==> src/hdl/power_seq_pkg.sv <==
// Constants and types shared by the power-state sequencer
package power_seq_pkg;

  // Reference clock used to time the oscillator settle delay
  localparam int REF_CLK_HZ     = 32768;
  // Settle delays in milliseconds (least value of each window)
  localparam int LONG_DELAY_MS  = 16;
  localparam int SHORT_DELAY_MS = 4;
  // Settle delays in reference ticks, rounded up
  localparam int LONG_TICKS     = (LONG_DELAY_MS * REF_CLK_HZ + 999) / 1000;
  localparam int SHORT_TICKS    = (SHORT_DELAY_MS * REF_CLK_HZ + 999) / 1000;
  // Width of the settle tick counter
  localparam int TICK_CNT_W     = 10;

  // Reset values of software-visible control and status bits
  localparam logic RST_SUPPLY_REQUEST   = 1'b0;
  localparam logic RST_RAIL_ON          = 1'b0;
  localparam logic RST_CLOCK_GATE       = 1'b0;
  localparam logic RST_CORE_HALT        = 1'b0;
  localparam logic RST_ARMED            = 1'b0;
  localparam logic RST_ARMED_ENABLE     = 1'b0;
  localparam logic RST_OCCURRED         = 1'b0;
  localparam logic RST_SHORT_SELECT     = 1'b0;
  localparam logic RST_COLD_BOOT        = 1'b1;
  localparam logic RST_RESET_LATCH      = 1'b1;
  localparam logic RST_FIRST_UP         = 1'b1;

  // Power sequence states, Gray coded along off, rail, settle, run
  typedef enum logic [1:0] {
    ST_OFF    = 2'h0,
    ST_RAIL   = 2'h1,
    ST_SETTLE = 2'h3,
    ST_RUN    = 2'h2
  } seq_state_t;

endpackage : power_seq_pkg

==> src/hdl/power_state_sequencer.sv <==
// Power-state sequencer: reset latch, power up/down, standby and forced off
//
// Summary of operation
// - Power-on reset sets the reset latch; first button press releases it.
// - While the reset latch is set, all control state stays at reset.
// - Button press raises supply request only while supply good is high.
// - First power up gates the system clock 16-24 ms after main rail rises.
// - Core may run only once the system clock gate is asserted.
// - Software clears supply request and rail-on together; request output drops.
// - Clearing rail-on drops the system clock gate and all fast clocks.
// - When off, button rise or enabled interrupt with supply good powers up.
// - Interrupt during low supply good is latched; power up when good returns.
// - Button press at low supply good is forgotten unless button interrupts enabled.
// - Gate low stops the core clock; core resumes where it stopped.
// - Later power ups wait 4-6 ms with short select set, else 16-24 ms.
// - Core halt bit stops the core clock until an enabled interrupt clears it.
// - Forced off acts only while the forced-off enable bit is set.
// - Power up from off sets the forced-off armed bit.
// - Supply good falling while armed drops the supply request.
// - A forced shutdown sets the occurred flag until software clears it.
// - Cold boot flag is set while the reset latch is active.
`timescale 1ns/1ps
`default_nettype none

module power_state_sequencer
  import power_seq_pkg::*;
#(
  parameter int LONG_TICKS_P  = power_seq_pkg::LONG_TICKS,  // Long settle, ref ticks
  parameter int SHORT_TICKS_P = power_seq_pkg::SHORT_TICKS  // Short settle, ref ticks
) (
  input  wire logic i_sys_clk,                // 10 MHz system clock
  input  wire logic i_arst_n,                 // Async reset, active low
  input  wire logic i_power_on_reset_n,       // Power-on reset pin, active low
  input  wire logic i_on_button,              // On-button pin, high when pressed
  input  wire logic i_supply_good,            // Supply good pin
  input  wire logic i_main_rail_status,       // Main rail powered pin
  input  wire logic i_ref_clk_32k,            // 32 kHz reference clock pin
  input  wire logic i_wake_irq,               // Enabled interrupt pending, level
  input  wire logic i_button_irq_enabled,     // Button rise irq enabled
  input  wire logic i_ctrl_wr,                // Control write strobe, one cycle
  input  wire logic i_wr_supply_request,      // Write data: supply request bit
  input  wire logic i_wr_rail_on,             // Write data: rail-on bit
  input  wire logic i_wr_core_clock_halt,     // Write data: core clock halt bit
  input  wire logic i_wr_forced_off_enable,   // Write data: forced-off enable
  input  wire logic i_wr_forced_off_armed,    // Write data: armed, 0 clears
  input  wire logic i_wr_forced_off_occurred, // Write data: occurred, 0 clears
  input  wire logic i_wr_short_delay_select,  // Write data: short settle select
  input  wire logic i_wr_cold_boot_flag,      // Write data: cold boot, 0 clears
  output logic      o_supply_request,         // Supply request pin
  output logic      o_rail_on,                // Rail-on bit
  output logic      o_system_clock_gate,      // System clock gate
  output logic      o_core_clock_en,          // Core clock enable
  output logic      o_core_clock_halt,        // Core clock halt bit
  output logic      o_forced_off_enable,      // Forced-off enable bit
  output logic      o_forced_off_armed,       // Forced-off armed bit
  output logic      o_forced_off_occurred,    // Forced-off occurred flag
  output logic      o_short_delay_select,     // Short settle select bit
  output logic      o_cold_boot_flag,         // Cold boot flag
  output logic      o_reset_active            // Reset latch set
);

  import power_seq_pkg::*;

  localparam logic [TICK_CNT_W-1:0] LONG_T  = TICK_CNT_W'(LONG_TICKS_P);
  localparam logic [TICK_CNT_W-1:0] SHORT_T = TICK_CNT_W'(SHORT_TICKS_P);

  // All state of the sequencer
  typedef struct packed {
    logic [1:0]            por_s;
    logic [1:0]            btn_s;
    logic [1:0]            good_s;
    logic [1:0]            rail_s;
    logic [1:0]            ref_s;
    logic                  btn_prev;
    logic                  good_prev;
    logic                  ref_prev;
    logic                  reset_latch;
    seq_state_t            state;
    logic                  first_up;
    logic                  wake_pending;
    logic [TICK_CNT_W-1:0] ticks;
    logic                  supply_request;
    logic                  rail_on;
    logic                  gate;
    logic                  core_en;
    logic                  halt;
    logic                  armed_enable;
    logic                  armed;
    logic                  occurred;
    logic                  short_sel;
    logic                  cold_boot;
  } seq_t;

  localparam seq_t RST_SEQ = '{
    por_s:          2'h0,
    btn_s:          2'h0,
    good_s:         2'h0,
    rail_s:         2'h0,
    ref_s:          2'h0,
    btn_prev:       1'b0,
    good_prev:      1'b0,
    ref_prev:       1'b0,
    reset_latch:    RST_RESET_LATCH,
    state:          ST_OFF,
    first_up:       RST_FIRST_UP,
    wake_pending:   1'b0,
    ticks:          '0,
    supply_request: RST_SUPPLY_REQUEST,
    rail_on:        RST_RAIL_ON,
    gate:           RST_CLOCK_GATE,
    core_en:        1'b0,
    halt:           RST_CORE_HALT,
    armed_enable:   RST_ARMED_ENABLE,
    armed:          RST_ARMED,
    occurred:       RST_OCCURRED,
    short_sel:      RST_SHORT_SELECT,
    cold_boot:      RST_COLD_BOOT
  };

  seq_t q;
  seq_t d;

  logic                  por_n;
  logic                  btn_rise;
  logic                  good;
  logic                  good_fall;
  logic                  ref_tick;
  logic                  wake_event;
  logic [TICK_CNT_W-1:0] target;

  // Synchronised pin levels and edges
  assign por_n     = q.por_s[1];
  assign good      = q.good_s[1];
  assign btn_rise  = q.btn_s[1] & ~q.btn_prev;
  assign good_fall = ~q.good_s[1] & q.good_prev;
  assign ref_tick  = q.ref_s[1] & ~q.ref_prev;
  // Wake sources; a button press is kept only if its irq is enabled
  assign wake_event = i_wake_irq | (btn_rise & i_button_irq_enabled);
  // Settle length: long on first power up or when short select is clear
  assign target = (q.first_up | ~q.short_sel) ? LONG_T : SHORT_T;

  // Next-state logic
  always_comb
  begin
    d = q;
    // Two-stage synchronisers and edge history
    d.por_s     = {q.por_s[0], i_power_on_reset_n};
    d.btn_s     = {q.btn_s[0], i_on_button};
    d.good_s    = {q.good_s[0], i_supply_good};
    d.rail_s    = {q.rail_s[0], i_main_rail_status};
    d.ref_s     = {q.ref_s[0], i_ref_clk_32k};
    d.btn_prev  = q.btn_s[1];
    d.good_prev = q.good_s[1];
    d.ref_prev  = q.ref_s[1];

    if (!por_n || q.reset_latch)
    begin
      // Hold every control bit at its reset value
      d.state          = RST_SEQ.state;
      d.first_up       = RST_SEQ.first_up;
      d.wake_pending   = RST_SEQ.wake_pending;
      d.ticks          = RST_SEQ.ticks;
      d.supply_request = RST_SEQ.supply_request;
      d.rail_on        = RST_SEQ.rail_on;
      d.gate           = RST_SEQ.gate;
      d.halt           = RST_SEQ.halt;
      d.armed_enable   = RST_SEQ.armed_enable;
      d.armed          = RST_SEQ.armed;
      d.occurred       = RST_SEQ.occurred;
      d.short_sel      = RST_SEQ.short_sel;
      d.cold_boot      = 1'b1;
      d.reset_latch    = 1'b1;
      // First press releases the latch and may power up at once
      if (por_n && btn_rise)
      begin
        d.reset_latch = 1'b0;
        if (good)
        begin
          d.supply_request = 1'b1;
          d.rail_on        = 1'b1;
          d.armed          = 1'b1;
          d.state          = ST_RAIL;
        end
      end
    end
    else
    begin
      // Software control write
      if (i_ctrl_wr)
      begin
        d.supply_request = i_wr_supply_request;
        d.rail_on        = i_wr_rail_on;
        d.halt           = i_wr_core_clock_halt;
        d.armed_enable   = i_wr_forced_off_enable;
        d.short_sel      = i_wr_short_delay_select;
        d.armed          = q.armed & i_wr_forced_off_armed;
        d.occurred       = q.occurred & i_wr_forced_off_occurred;
        d.cold_boot      = q.cold_boot & i_wr_cold_boot_flag;
        if (!i_wr_rail_on)
        begin
          d.gate  = 1'b0;
          d.ticks = '0;
          if (q.state != ST_OFF)
          begin
            d.state = ST_OFF;
          end
        end
      end

      // An enabled interrupt ends core halt
      if (i_wake_irq)
      begin
        d.halt = 1'b0;
      end

      unique case (q.state)
        ST_OFF:
        begin
          // Wake events are latched until supply good allows power up
          if (wake_event && !good)
          begin
            d.wake_pending = 1'b1;
          end
          if (good && (btn_rise || wake_event || q.wake_pending))
          begin
            d.supply_request = 1'b1;
            d.rail_on        = 1'b1;
            d.armed          = 1'b1;
            d.wake_pending   = 1'b0;
            d.halt           = 1'b0;
            d.ticks          = '0;
            d.state          = ST_RAIL;
          end
        end
        ST_RAIL:
        begin
          // Wait for the main rail to come up
          if (q.rail_s[1])
          begin
            d.ticks = '0;
            d.state = ST_SETTLE;
          end
        end
        ST_SETTLE:
        begin
          // Count reference ticks while the oscillator settles
          if (ref_tick)
          begin
            d.ticks = q.ticks + 1'b1;
          end
          if (q.ticks >= target)
          begin
            d.gate     = 1'b1;
            d.first_up = 1'b0;
            d.state    = ST_RUN;
          end
        end
        ST_RUN:
        begin
          d.ticks = q.ticks;
        end
      endcase

      // Supply good falling while armed forces the system off
      if (q.state != ST_OFF && q.armed && q.armed_enable && good_fall)
      begin
        d.supply_request = 1'b0;
        d.rail_on        = 1'b0;
        d.gate           = 1'b0;
        d.halt           = 1'b0;
        d.ticks          = '0;
        d.state          = ST_OFF;
        d.occurred       = 1'b1;
      end
    end

    // Core clock runs only with the gate up and halt clear
    d.core_en = d.gate & ~d.halt;
  end

  // State register
  always_ff @(posedge i_sys_clk or negedge i_arst_n)
  begin
    if (!i_arst_n)
    begin
      q <= RST_SEQ;
    end
    else
    begin
      q <= d;
    end
  end

  // Outputs straight from state flops
  assign o_supply_request      = q.supply_request;
  assign o_rail_on             = q.rail_on;
  assign o_system_clock_gate   = q.gate;
  assign o_core_clock_en       = q.core_en;
  assign o_core_clock_halt     = q.halt;
  assign o_forced_off_enable   = q.armed_enable;
  assign o_forced_off_armed    = q.armed;
  assign o_forced_off_occurred = q.occurred;
  assign o_short_delay_select  = q.short_sel;
  assign o_cold_boot_flag      = q.cold_boot;
  assign o_reset_active        = q.reset_latch;

endmodule : power_state_sequencer

`default_nettype wire

==> config.mk <==
export PLATFORM = sky130hd
export DESIGN_NAME = power_state_sequencer
export DESIGN_NICKNAME = d
export VERILOG_FILES = /design/src/hdl/power_seq_pkg.sv /design/src/hdl/power_state_sequencer.sv
export SDC_FILE = /design/constraint.sdc
export NUM_CORES = 1
export LEC_CHECK = 0
export ABC_AREA = 0
export BUFFER_PORTS_ARGS = -buffer_cell sky130_fd_sc_hd__buf_4
export CAP_MARGIN = 10
export CORE_MARGIN = 8
export CORE_UTILIZATION = 50
export CTS_CLUSTER_SIZE = 30
export DETAILED_ROUTE_END_ITERATION = 8
export PLACE_DENSITY = 0.75
export SETUP_SLACK_MARGIN = 0.05
export SYNTH_ARGS = -nofsm -noshare
export SYNTH_HDL_FRONTEND = slang
export SYNTH_SLANG_ARGS = --single-unit
==> constraint.sdc <==
create_clock -name i_sys_clk -period 1.85 [get_ports i_sys_clk]
set_input_delay 0.0925 -clock i_sys_clk [delete_from_list [all_inputs] [get_ports i_sys_clk]]
set_output_delay 0.0925 -clock i_sys_clk [all_outputs]
set_load 0.01 [all_outputs]
* Yosys cells after proc, flatten, opt, wreduce, memory -nomap -nowiden
Index checks and enable logic that the tools add are counted.
** Word-level totals
- Bits of input ports :: 18
- Output and inout bits :: 11
- Register bits after elaboration :: 38
** Operators by class
- Bitwise gates (word level) :: 15
- Mux-type cells :: 39
- Equal/unequal tests :: 4
- Add/sub/neg operators :: 1
- Magnitude comparators :: 1
- Reductions and logical operators :: 21
** Operator list (number)
- two-way mux 10 bit :: 4
- two-way mux 13 bit :: 3
- one-hot mux 10 bit (3 select lines) :: 1
- two-way mux 2 bit :: 9
- two-way mux 17 bit :: 1
- two-way mux 1 bit :: 16
- two-way mux 6 bit :: 2
- adder 10 x 1 -> 10 bit, second input constant :: 1
- >= comparator 10 bit :: 1
- nonzero test 2 bit :: 5
- bitwise AND 1 bit :: 8
- logical AND 1 bit :: 6
- two-way mux 3 bit :: 2
- one-hot mux 2 bit (3 select lines) :: 1
- nonzero test 3 bit :: 2
- inverter 1 bit :: 5
- == test 2 bit, second input constant :: 2
- AND reduction 2 bit :: 2
- logical OR 1 bit :: 3
- inequality test 3 bit, second input constant :: 1
- == test 2 x 1 -> 1 bit, second input constant :: 1
- zero test 1 bit :: 2
- zero test 2 bit :: 1
- bitwise OR 1 bit :: 2

* Longest topological paths before layout
Gate-level depths: netlist of the first run.
- Depth in word-level cells :: 13
- Depth in mapped cells :: 7
- Gate-level depth less buffers :: 7

* Worst setup path before layout of the first run
Ideal clock, no wire load.
- Path type :: flip-flop to flip-flop
- Start point :: reg q[21] in the netlist's numbering
- End point :: reg q[23] in the netlist's numbering
- Cell stages (with the launch flop) :: 8
- Data arrival time :: 1.733 ns
- Buffers on the path :: 0
- Slack :: -0.020 ns
- Cells stage by stage :: dfstp_2 nand2b_1 ha_1 nor3b_1 o221ai_1 a32oi_1 nand2b_1 o21ai_0
** RTL lines
- start, declared :: line power_state_sequencer.sv:120 : seq_t q;
- start signal, assigned :: line power_state_sequencer.sv:286 : q <= RST_SEQ;
- start signal, assigned :: line power_state_sequencer.sv:290 : q <= d;

==> impl_results.md, run 1 <==
* Worst Setup Start Kind: flop
* GRT Residual Overflow at 0
* Crit path arrival time at roughly 2000 ps
* CTS tree: yes
* TNS Setup at -12.0 ps
* Mapped Cells at 187
* Crit-path max FO at 3
* Kind of critical path: flop to flop
* H-tree levels at 2
* Capture point of the critical path: q[23]
* CTS Buffer Depth at 2
* Initial antenna violation count at 0
* Max-Slew Margin vs Limit at 55.9%
* Root Buffer: clkbuf_8
* R2R Path Start: q[21]
* Die height at 76.9 µm
* Commonest cells after routing, fill and taps aside: 42 x buf_4, 35 x dfrtp_1, 19 x o21ai_0, 19 x nand2_1, 18 x nor2_1
* Vias per inst at 5.72
* Top-area cell type share of the netlist area at 47.3%
* DRT iter0 DRCs at 125
* Die area at 5910 µm²
* Avg WL per Cell at 16.2 µm
* # rows at 22
* Syn avg cell area at ~10 µm²
* Layout cell share with drive strength beyond 1 at 29.4%
* Max Clk Rate at 538 MHz
* Final count of hold timing violations at 0
* Max cap viols at 0
* Skew final at 2.97 ps
* Num CTS Buffers at 5
* First-pass GRT wire length at roughly 8000 µm
* RSZ-0062 raised after global routing: true
* Reg2reg end: q[23]
* Slew @ Worst Pin at 656 ps
* Worst Setup End Kind: flop
* Max-slew violations at 0
* Antenna cells at 0
* R2R setup slack at -7 ps
* Synthesized Nets at roughly 210
* Total GRT Usage at between 10% and 20%
* Vias in the first global route at 1679
* Die Span X at 76.9 µm
* Top_reg_cell synth: dfrtp_1
* Hold Path Class: primary input to flop
* Synth area leaders: dfrtp_1 47%, o21ai_0 5.4%, dfstp_2 4.3%
* Failing checks: negative setup slack
* Drt total wl at 4630 µm
* CP startpoint: q[21]
* R2R cell count at 7
* Number of synthesized flops with an enable pin at 0
* Routed via count at 1635
* VDD IR-drop max at just under 500 µV
* Leakage power at 1.14 nW
* Num Clock Sinks at 38
* Cell Area, Synth at 1850 µm²
* Final Critical Period at 1860 ps
* Register bit total from synthesis at 38
* Hold slack at 12.1 ps
* Final GP Congestion at 0.834
* Final Cycle Share at 100%
* Setup violators final at 2
* Largest area contributor in the netlist: dfrtp_1
* WP data required at ~2000 ps
* Yosys warnings at 0
* Fin cells at 286
* Sequential area share after synthesis at 51.5%
* Post-synth ARST share at 100%
* Area Growth Syn to Fin at 31.3%
* Placement Setup Slack at -83.6 ps
* Port bufs at 28
* Post-route setup slack at -7.13 ps
* Commonest non-fill, non-tap cell in the layout: buf_4
* Drc violations at 0
* Initial Utilization at 51.4%
* Distinct cells, synth at 43
* HPWL Detailed at between 3000 and 4000 µm
* Routed Antenna Nets at 0
* PD cells at 644 nW/µm²
* Largest net degree at the start of global routing at 39
* IO Count at 29
* Core box area at 3610 µm²
* Status: finished, violations left
* Clock latency on the worst-skew pair at 280 ps
* Drt pass-1 iters at 4
* NumNets Final at 258
* Worst-path clk slew at 70 ps
* Placed insts at around 270
## routing by layer
metal	part of all wire (%)	track usage [%]	up-vias
met1	43	19.4	823
met3	3.5	5.36	4
met5	0	0	-
met4	0.91	5.96	0
li1	-	-	770
met2	52	26.7	38
## state kept, by name, indices dropped and copies added (netlist names)
register and flops:
o_reset_active 1, q 18, o_short_delay_select 1, o_forced_off_enable 1, o_system_clock_gate 1, por_n 1, o_cold_boot_flag 1, o_core_clock_en 1
o_core_clock_halt 1, o_forced_off_occurred 1, o_rail_on 1, o_forced_off_armed 1, d 8, o_supply_request 1
## power breakdown
part           switching, mW  internal (mW)
sequential            0.0159          0.855
combinational         0.0841         0.0765
clock                  0.269          0.268
## how the worst min path moves through the flow
stage	from	endpoint	slack [ps]	cells past startpoint
after floorplan	i_arst_n	d[25]	-200	0
after global placement	i_arst_n	o_forced_off_occurred	80	1
after detailed placement	i_arst_n	o_forced_off_occurred	90	1
after CTS	i_wake_irq	o_core_clock_halt	7	2
after global routing	i_wake_irq	o_core_clock_halt	5	2
final	i_wake_irq	o_core_clock_halt	10	2
## metrics by stage
stage | util [%] | power, mW | area (µm²)
2_1_floorplan | - | 0.948 | 1870
3_3_place_gp | 61.3 | 1.03 | 2210
6_report | 67.5 | 1.57 | 2430
4_1_cts | 66.4 | 1.57 | 2390
5_1_grt | 67.5 | 1.64 | 2430
3_5_place_dp | 61.3 | 1.03 | 2210
## kinds of logic after synthesis
| logic type | after synthesis | synth area share (%) |
|---|---|---|
| flops | 38 | 51.5 |
| mux | 7 | 3.85 |
| compound gates | 45 | 16.1 |
| fa+ha+maj | 3 | 2.03 |
| buf+inv | 10 | 2.30 |
| simple gates | 84 | 24.2 |
## worst max-delay path, stage by stage, from the launching register on
cell and delay [ps]:
dfstp_2 530, nand2b_4 130, ha_4 200, nor3b_4 210
o221ai_2 130, a32oi_2 290, nand2b_4 200, o21ai_1 60
## layout make-up
type,count,area (µm²)
fillers,274,1170
flip-flops and latches,38,955
multi-input cells,139,943
repair buffers,48,375
clock buffers,8,80.1
well taps,48,60.1
inverters,5,18.8
## cells in the mapped netlist (all sizes together), types with 3 or more instances
master,n
ha,3
o21ai,21
dfrtp,35
a21oi,5
nor3,4
inv,5
nand2,19
and3,7
buf,4
nor2b,9
a22o,4
o31ai,3
dfstp,3
nor2,20
nand2b,5
nand3,4
mux2i,6
nand4,5
## timing repair
item	CTS	global route
buffers inserted	0	1
endpoints found under the hold margin	40	0
hold buffers	6	0
pin swaps	3	6
setup endpoints to repair	5	9
resized for setup	7	5
(Power assumes the default switching activity.)
==> run 2, diff against run 1 <==
--- a/config.mk
+++ b/config.mk
@@ -8,11 +8,11 @@
 export ABC_AREA = 0
 export BUFFER_PORTS_ARGS = -buffer_cell sky130_fd_sc_hd__buf_4
 export CAP_MARGIN = 10
-export CORE_MARGIN = 8
 export CORE_UTILIZATION = 50
 export CTS_CLUSTER_SIZE = 30
 export DETAILED_ROUTE_END_ITERATION = 8
 export PLACE_DENSITY = 0.75
+export REMOVE_ABC_BUFFERS = 1
 export SETUP_SLACK_MARGIN = 0.05
 export SYNTH_ARGS = -nofsm -noshare
 export SYNTH_HDL_FRONTEND = slang
==> run 2 against run 1 <==
Cell area decreased by 0.36%. Critical endpoint is now o_core_clock_en. Sequential power about the same. Clock power decreased by 1%. Routed wire length decreased by 0.99%. The run now ends clean. First-iteration DRC count increased by 14%. Die area decreased by 33%. Utilization increased by 3.0 points. Final cell count decreased by 1.4%. Global-route usage increased by 8.6 points. Critical path depth increased by 1.
==> impl_results.md, run 2 (synthesis results as in run 1) <==
* Fin area at 2420 µm² (-0.36%)
* H-tree levels at 2 (unchanged)
* Worst-path clk slew at 70 ps (about the same)
* Combinational share of power at 10.4% (+0.2 points)
* Final Cycle Share at 96.0% (-4.4 points)
* Total GRT Usage at 24.9% (+8.6 points)
* Commonest cells after routing, fill and taps aside: 41 x buf_4, 33 x dfrtp_1, 19 x o21ai_0, 19 x nand2_1, 18 x nor2_1
* Root Buffer: clkbuf_8
* WP data required at 2020 ps (about the same)
* GRT Residual Overflow at 0 (unchanged)
* Vias in the first global route at 1638 (-2.4%)
* # rows at 21 (-4.5%)
* Max-slew violations at 0 (unchanged)
* Num Clock Sinks at 38 (unchanged)
* Port bufs at 28 (unchanged)
* Crit-path max FO at 4 (+1)
* Max cap viols at 0 (unchanged)
* Drt total wl at 4590 µm (-0.99%)
* VDD IR-drop max at 471 µV (-5.0%)
* Status: completed
* Worst Setup End Kind: flop
* Final count of hold timing violations at 0 (unchanged)
* Drt pass-1 iters at 4 (unchanged)
* Switching power at 379 µW (+2.6%)
* Initial Utilization at 53.8% (+2.4 points)
* Routed via count at 1677 (+2.6%)
* Final GP Congestion at 0.853 (+2.2%)
* Post-route setup slack at 74.6 ps (+81.7 ps)
* Max-Slew Margin vs Limit at 69.0% (+13 points)
* Avg WL per Cell at 16.3 µm (+0.41%)
* Clock latency on the worst-skew pair at 290 ps (about the same)
* Delay of the slowest critical-path stage at 530 ps (about the same)
* Vias per inst at 5.95 (+4.0%)
* Setup violators final at 0 (-2)
* Routed Antenna Nets at 0 (unchanged)
* Fillers at 248 (-9.5%)
* Hold slack at 16.5 ps (+4.39 ps)
* CTS tree: yes
* Switch share at 24.2% (+0.68 points)
* DRT iter0 DRCs at 143 (+14%)
* CTS Buffer Depth at 2 (unchanged)
* Max Clk Rate at 563 MHz (+4.6%)
* Cell mode on critical path: nand2b_4
* Internal at 1.18 mW (-1.2%)
* Slew @ Worst Pin at 464 ps (-192 ps)
* Clock Power Share at 33.8% (-0.4 points)
* Drc violations at 0 (unchanged)
* Top Family by Delay on Critical Path: flip-flops
* RSZ-0062 raised after global routing: true
* Leakage power at 1.14 nW (-0.54%)
* Largest net degree at the start of global routing at 39 (unchanged)
* HPWL Detailed at 3070 µm (-5.7%)
* R2R setup slack at 70 ps (+80 ps)
* Cells along the critical path: nand2b_4, buf_4, ha_1, nand2_1, o211ai_1, a32oi_2, nand2b_4, a21oi_2
* Worst Setup Start Kind: flop
* Reg with most FFs: q
* Die Span X at 62.9 µm (-18%)
* Number of flip-flops in the largest register at 18 (unchanged)
* Placement Setup Slack at -184 ps (-100 ps)
* Antenna cells at 0 (unchanged)
* Die area at 3950 µm² (-33%)
* TNS Setup at 0 ps (+12.0 ps)
* Dpl cell area at 2190 µm² (-1.0%)
* Hold Path Class: primary input to flop
* Core box area at 3440 µm² (-4.5%)
* Crit path arrival time at 1940 ps (-90 ps)
* First-pass GRT wire length at 7540 µm (-4.9%)
* Commonest non-fill, non-tap cell in the layout: buf_4
* Skew final at 8.50 ps (+5.53 ps)
* Die height at 62.9 µm (-18%)
* Initial antenna violation count at 0 (unchanged)
* Critical path buffer and inverter count at 1 (+1)
* Final Critical Period at 1780 ps (-81.7 ps)
* Slowest library cell on the worst path: dfstp_2
* NumNets Final at 257 (-0.39%)
* Sequential Power Share at 55.7% (+0.2 points)
* PD cells at 645 nW/µm² (about the same)
* Layout cell share with drive strength beyond 1 at 31.4% (+1.9 points)
* Area Growth Syn to Fin at 30.8%
* Num CTS Buffers at 5 (unchanged)
* Kind of critical path: flop to flop
* IO Count at 29 (unchanged)
## run 2: power groups by stage
stage | combinational [mW] | sequential (mW) | clock (mW)
after floorplan | 0.0569 | 0.887 | 0
after global placement | 0.143 | 0.885 | 0
after detailed placement | 0.146 | 0.886 | 0
after CTS | 0.159 | 0.871 | 0.542
after global routing | 0.179 | 0.873 | 0.580
final | 0.163 | 0.871 | 0.529
## run 2: layout make-up
cell class / count / area [µm²] / area share (%)
Sequential cell: 38 / 957 / 39.5
Inverter: 5 / 18.8 / 0.774
Clock inverter: 2 / 10.0 / 0.413
Timing Repair Buffer: 47 / 368 / 15.2
Tap cell: 46 / 57.6 / 2.37
Clock buffer: 5 / 68.8 / 2.84
Multi-Input combinational cell: 139 / 943 / 38.9
## run 2: per-stage QoR
stage,cells,utilization (%),total power [mW]
2_1_floorplan,182,-,0.944
3_3_place_gp,268,63.5,1.03
3_5_place_dp,268,63.5,1.03
4_1_cts,281,68.9,1.57
5_1_grt,282,70.4,1.63
6_report,282,70.4,1.56
## run 2: layer usage
layer | track usage, % | vias to the layer above | wire [µm]
li1 | - | 774 | -
met1 | 31.5 | 820 | 1860
met2 | 40.3 | 67 | 2320
met3 | 5.29 | 16 | 255
met4 | 11.6 | 0 | 155
met5 | 0 | - | 0
## run 2: final timing paths
kind,startpoint,end,cells after the start
max,q[21],o_core_clock_en,8
min,i_wake_irq,o_core_clock_halt,2
max reg2reg,q[21],o_core_clock_en,8
min reg2reg,d[31],q[31],0
max in group asynchronous,i_arst_n,o_reset_active,2
min in group asynchronous,i_arst_n,q[14],2
## run 2: what timing repair did
action                                 4_1_cts  5_1_grt
setup endpoints to repair                    6       12
pin swaps                                    5        3
buffers inserted                             0        1
resized for setup                           10        9
hold buffers                                 6        0
endpoints found under the hold margin       40        0
==> run 3, diff against run 2 <==
--- a/config.mk
+++ b/config.mk
@@ -8,10 +8,10 @@
 export ABC_AREA = 0
 export BUFFER_PORTS_ARGS = -buffer_cell sky130_fd_sc_hd__buf_4
 export CAP_MARGIN = 10
-export CORE_UTILIZATION = 50
+export CORE_UTILIZATION = 55
 export CTS_CLUSTER_SIZE = 30
 export DETAILED_ROUTE_END_ITERATION = 8
-export PLACE_DENSITY = 0.75
+export PLACE_DENSITY = 0.78
 export REMOVE_ABC_BUFFERS = 1
 export SETUP_SLACK_MARGIN = 0.05
 export SYNTH_ARGS = -nofsm -noshare
==> constraint.sdc (replaced) <==
create_clock -name i_sys_clk -period 2.28 [get_ports i_sys_clk]
set_input_delay 0.114 -clock i_sys_clk [delete_from_list [all_inputs] [get_ports i_sys_clk]]
set_output_delay 0.114 -clock i_sys_clk [all_outputs]
set_load 0.01 [all_outputs]
==> run 3 against run 2 <==
Utilization up 1.5 points. Final cell count down 3.9%. Sequential power down 19%. Maximum frequency down 16%. Global-route usage up 2.7 points. Largest cell class unchanged.
==> impl_results.md, run 3 (synthesis results as in run 1) <==
* Status: completed
* Num Clock Sinks at 38 (unchanged)
* Largest net degree at the start of global routing at 39 (unchanged)
* Crit-path max FO at 5 (+1)
* Num CTS Buffers at 5 (unchanged)
* Routed Antenna Nets at 0 (unchanged)
* CTS Buffer Depth at 2 (unchanged)
* Avg WL per Cell at 15.8 µm (-2.8%)
* Vias in the first global route at 1577 (-3.7%)
* Kind of critical path: flop to flop
* Port bufs at 28 (unchanged)
* DRT iter0 DRCs at 106 (-26%)
* Clock latency on the worst-skew pair at 350 ps (+60 ps)
* Hold slack at 17.3 ps (+0.804 ps)
* PD cells at 527 nW/µm² (-18%)
* # rows at 20 (-4.8%)
* Placed insts at 255 (-4.9%)
* Drt total wl at 4290 µm (-6.6%)
* Core box area at 3130 µm² (-9.1%)
* Number of flip-flops in the largest register at 18 (unchanged)
* Vias per inst at 5.96 (+0.15%)
* Die height at 60.0 µm (-4.5%)
* Commonest non-fill, non-tap cell in the layout: dfrtp_1
* Drc violations at 0 (unchanged)
* Post-route setup slack at 157 ps (+82.1 ps)
* HPWL Detailed at 3150 µm (+2.4%)
* Skew final at 8.33 ps (-0.165 ps)
* Final Cycle Share at 93.1% (-2.8 points)
* Die area at 3610 µm² (-8.8%)
* Final GP Congestion at 0.876 (+2.8%)
* Antenna cells at 0 (unchanged)
* IO Count at 29 (unchanged)
* NumNets Final at 247 (-3.9%)
* Leakage power at 1.04 nW (-8.3%)
* Worst Setup Start Kind: flop
* Max-slew violations at 0 (unchanged)
* Final count of hold timing violations at 0 (unchanged)
* Max cap viols at 0 (unchanged)
* Initial antenna violation count at 0 (unchanged)
* Root Buffer: clkbuf_4
* CTS tree: yes
* First-pass GRT wire length at 7240 µm (-4.0%)
* Commonest cells after routing, fill and taps aside: 35 x dfrtp_1, 29 x buf_4, 20 x o21ai_0
* Final Critical Period at 2120 ps (+348 ps)
* Dpl cell area at 2100 µm² (-3.9%)
* TNS Setup at 0 ps (unchanged)
* Total chip power at 1.18 mW (-24%)
* Fin util at 71.9% (+1.5 points)
* RSZ-0062 raised after global routing: false
* Fin cells at 271 (-3.9%)
* Die Span X at 60.0 µm (-4.5%)
* Worst-path clk slew at 120 ps (+50 ps)
* Hold Path Class: primary input to flop
* Max Clk Rate at 471 MHz (-16%)
* Routed via count at 1614 (-3.8%)
* Reg with most FFs: q
* WP data required at 2510 ps (+490 ps)
* Setup violators final at 0 (unchanged)
* Worst Setup End Kind: flop
* Total GRT Usage at 27.6% (+2.7 points)
* Area Growth Syn to Fin at 21.3%
* VDD IR-drop max at 393 µV (-16%)
* Slew @ Worst Pin at 577 ps (+113 ps)
* Layout cell share with drive strength beyond 1 at 22.0% (-9.3 points)
* Placement Setup Slack at 177 ps (+361 ps)
* Fin area at 2250 µm² (-7.2%)
* H-tree levels at 2 (unchanged)
* Max-Slew Margin vs Limit at 61.3% (-7.7 points)
* Initial Utilization at 59.2% (+5.4 points)
* Drt pass-1 iters at 4 (unchanged)
* Crit path arrival time at 2350 ps (+410 ps)
* GRT Residual Overflow at 0 (unchanged)
## run 3: cell count changes in the layout (fill, tap and decap cells not counted), sizes merged
cell         before  now
buf              41   29
dlygate4sd3       6    8
clkinvlp          0    1
## run 3: critical path: stages (launching register included)
cell      delay [ps]
dfstp_2          550
nand2b_1         200
ha_1             260
nor3b_1          250
o221ai_1         190
a32oi_2          260
nand2b_1         180
o21ai_0          100
## run 3: worst paths after layout
path,end,from,cells past startpoint,slack (ps)
min in group asynchronous,q[15],i_arst_n,2,250
worst max register to register,q[23],q[21],7,160
max in group asynchronous,o_reset_active,i_arst_n,2,1660
worst min-delay path,o_short_delay_select,i_wr_short_delay_select,3,20
worst min register to register,q[31],d[31],0,360
worst max-delay path,q[23],q[21],7,160
## run 3: layout make-up
cell class              instances  area, µm²
fillers                       247        880
flip-flops and latches         38        955
multi-input cells             139        863
repair buffers                 37        298
clock buffers                   5       37.5
inverters                       5       18.8
well taps                      44       55.1
clock inverters                 3       21.3
## run 3: power by group
part	total [mW]	switching (mW)	internal, mW	leakage [nW]
Clock	0.357	0.237	0.120	0.0312
Combinational	0.119	0.0616	0.0573	0.522
Sequential	0.709	0.0160	0.693	0.489
Total	1.18	0.314	0.870	1.04
## run 3: routing by layer
| metal | part of all wire (%) | GRT usage, % | vias up |
|---|---|---|---|
| met1 | 44 | 36.2 | 797 |
| met3 | 4.4 | 6.06 | 9 |
| met2 | 50 | 44.3 | 51 |
| li1 | - | - | 757 |
| met4 | 1.9 | 11.0 | 0 |
| met5 | 0 | 0 | - |
## run 3: repair_timing
| action | 4_1_cts | 5_1_grt |
|---|---|---|
| endpoints found under the hold margin | 42 | 0 |
| buffers inserted | 0 | 0 |
| setup endpoints to repair | 0 | 3 |
| resized for setup | 0 | 1 |
| hold buffers | 8 | 0 |
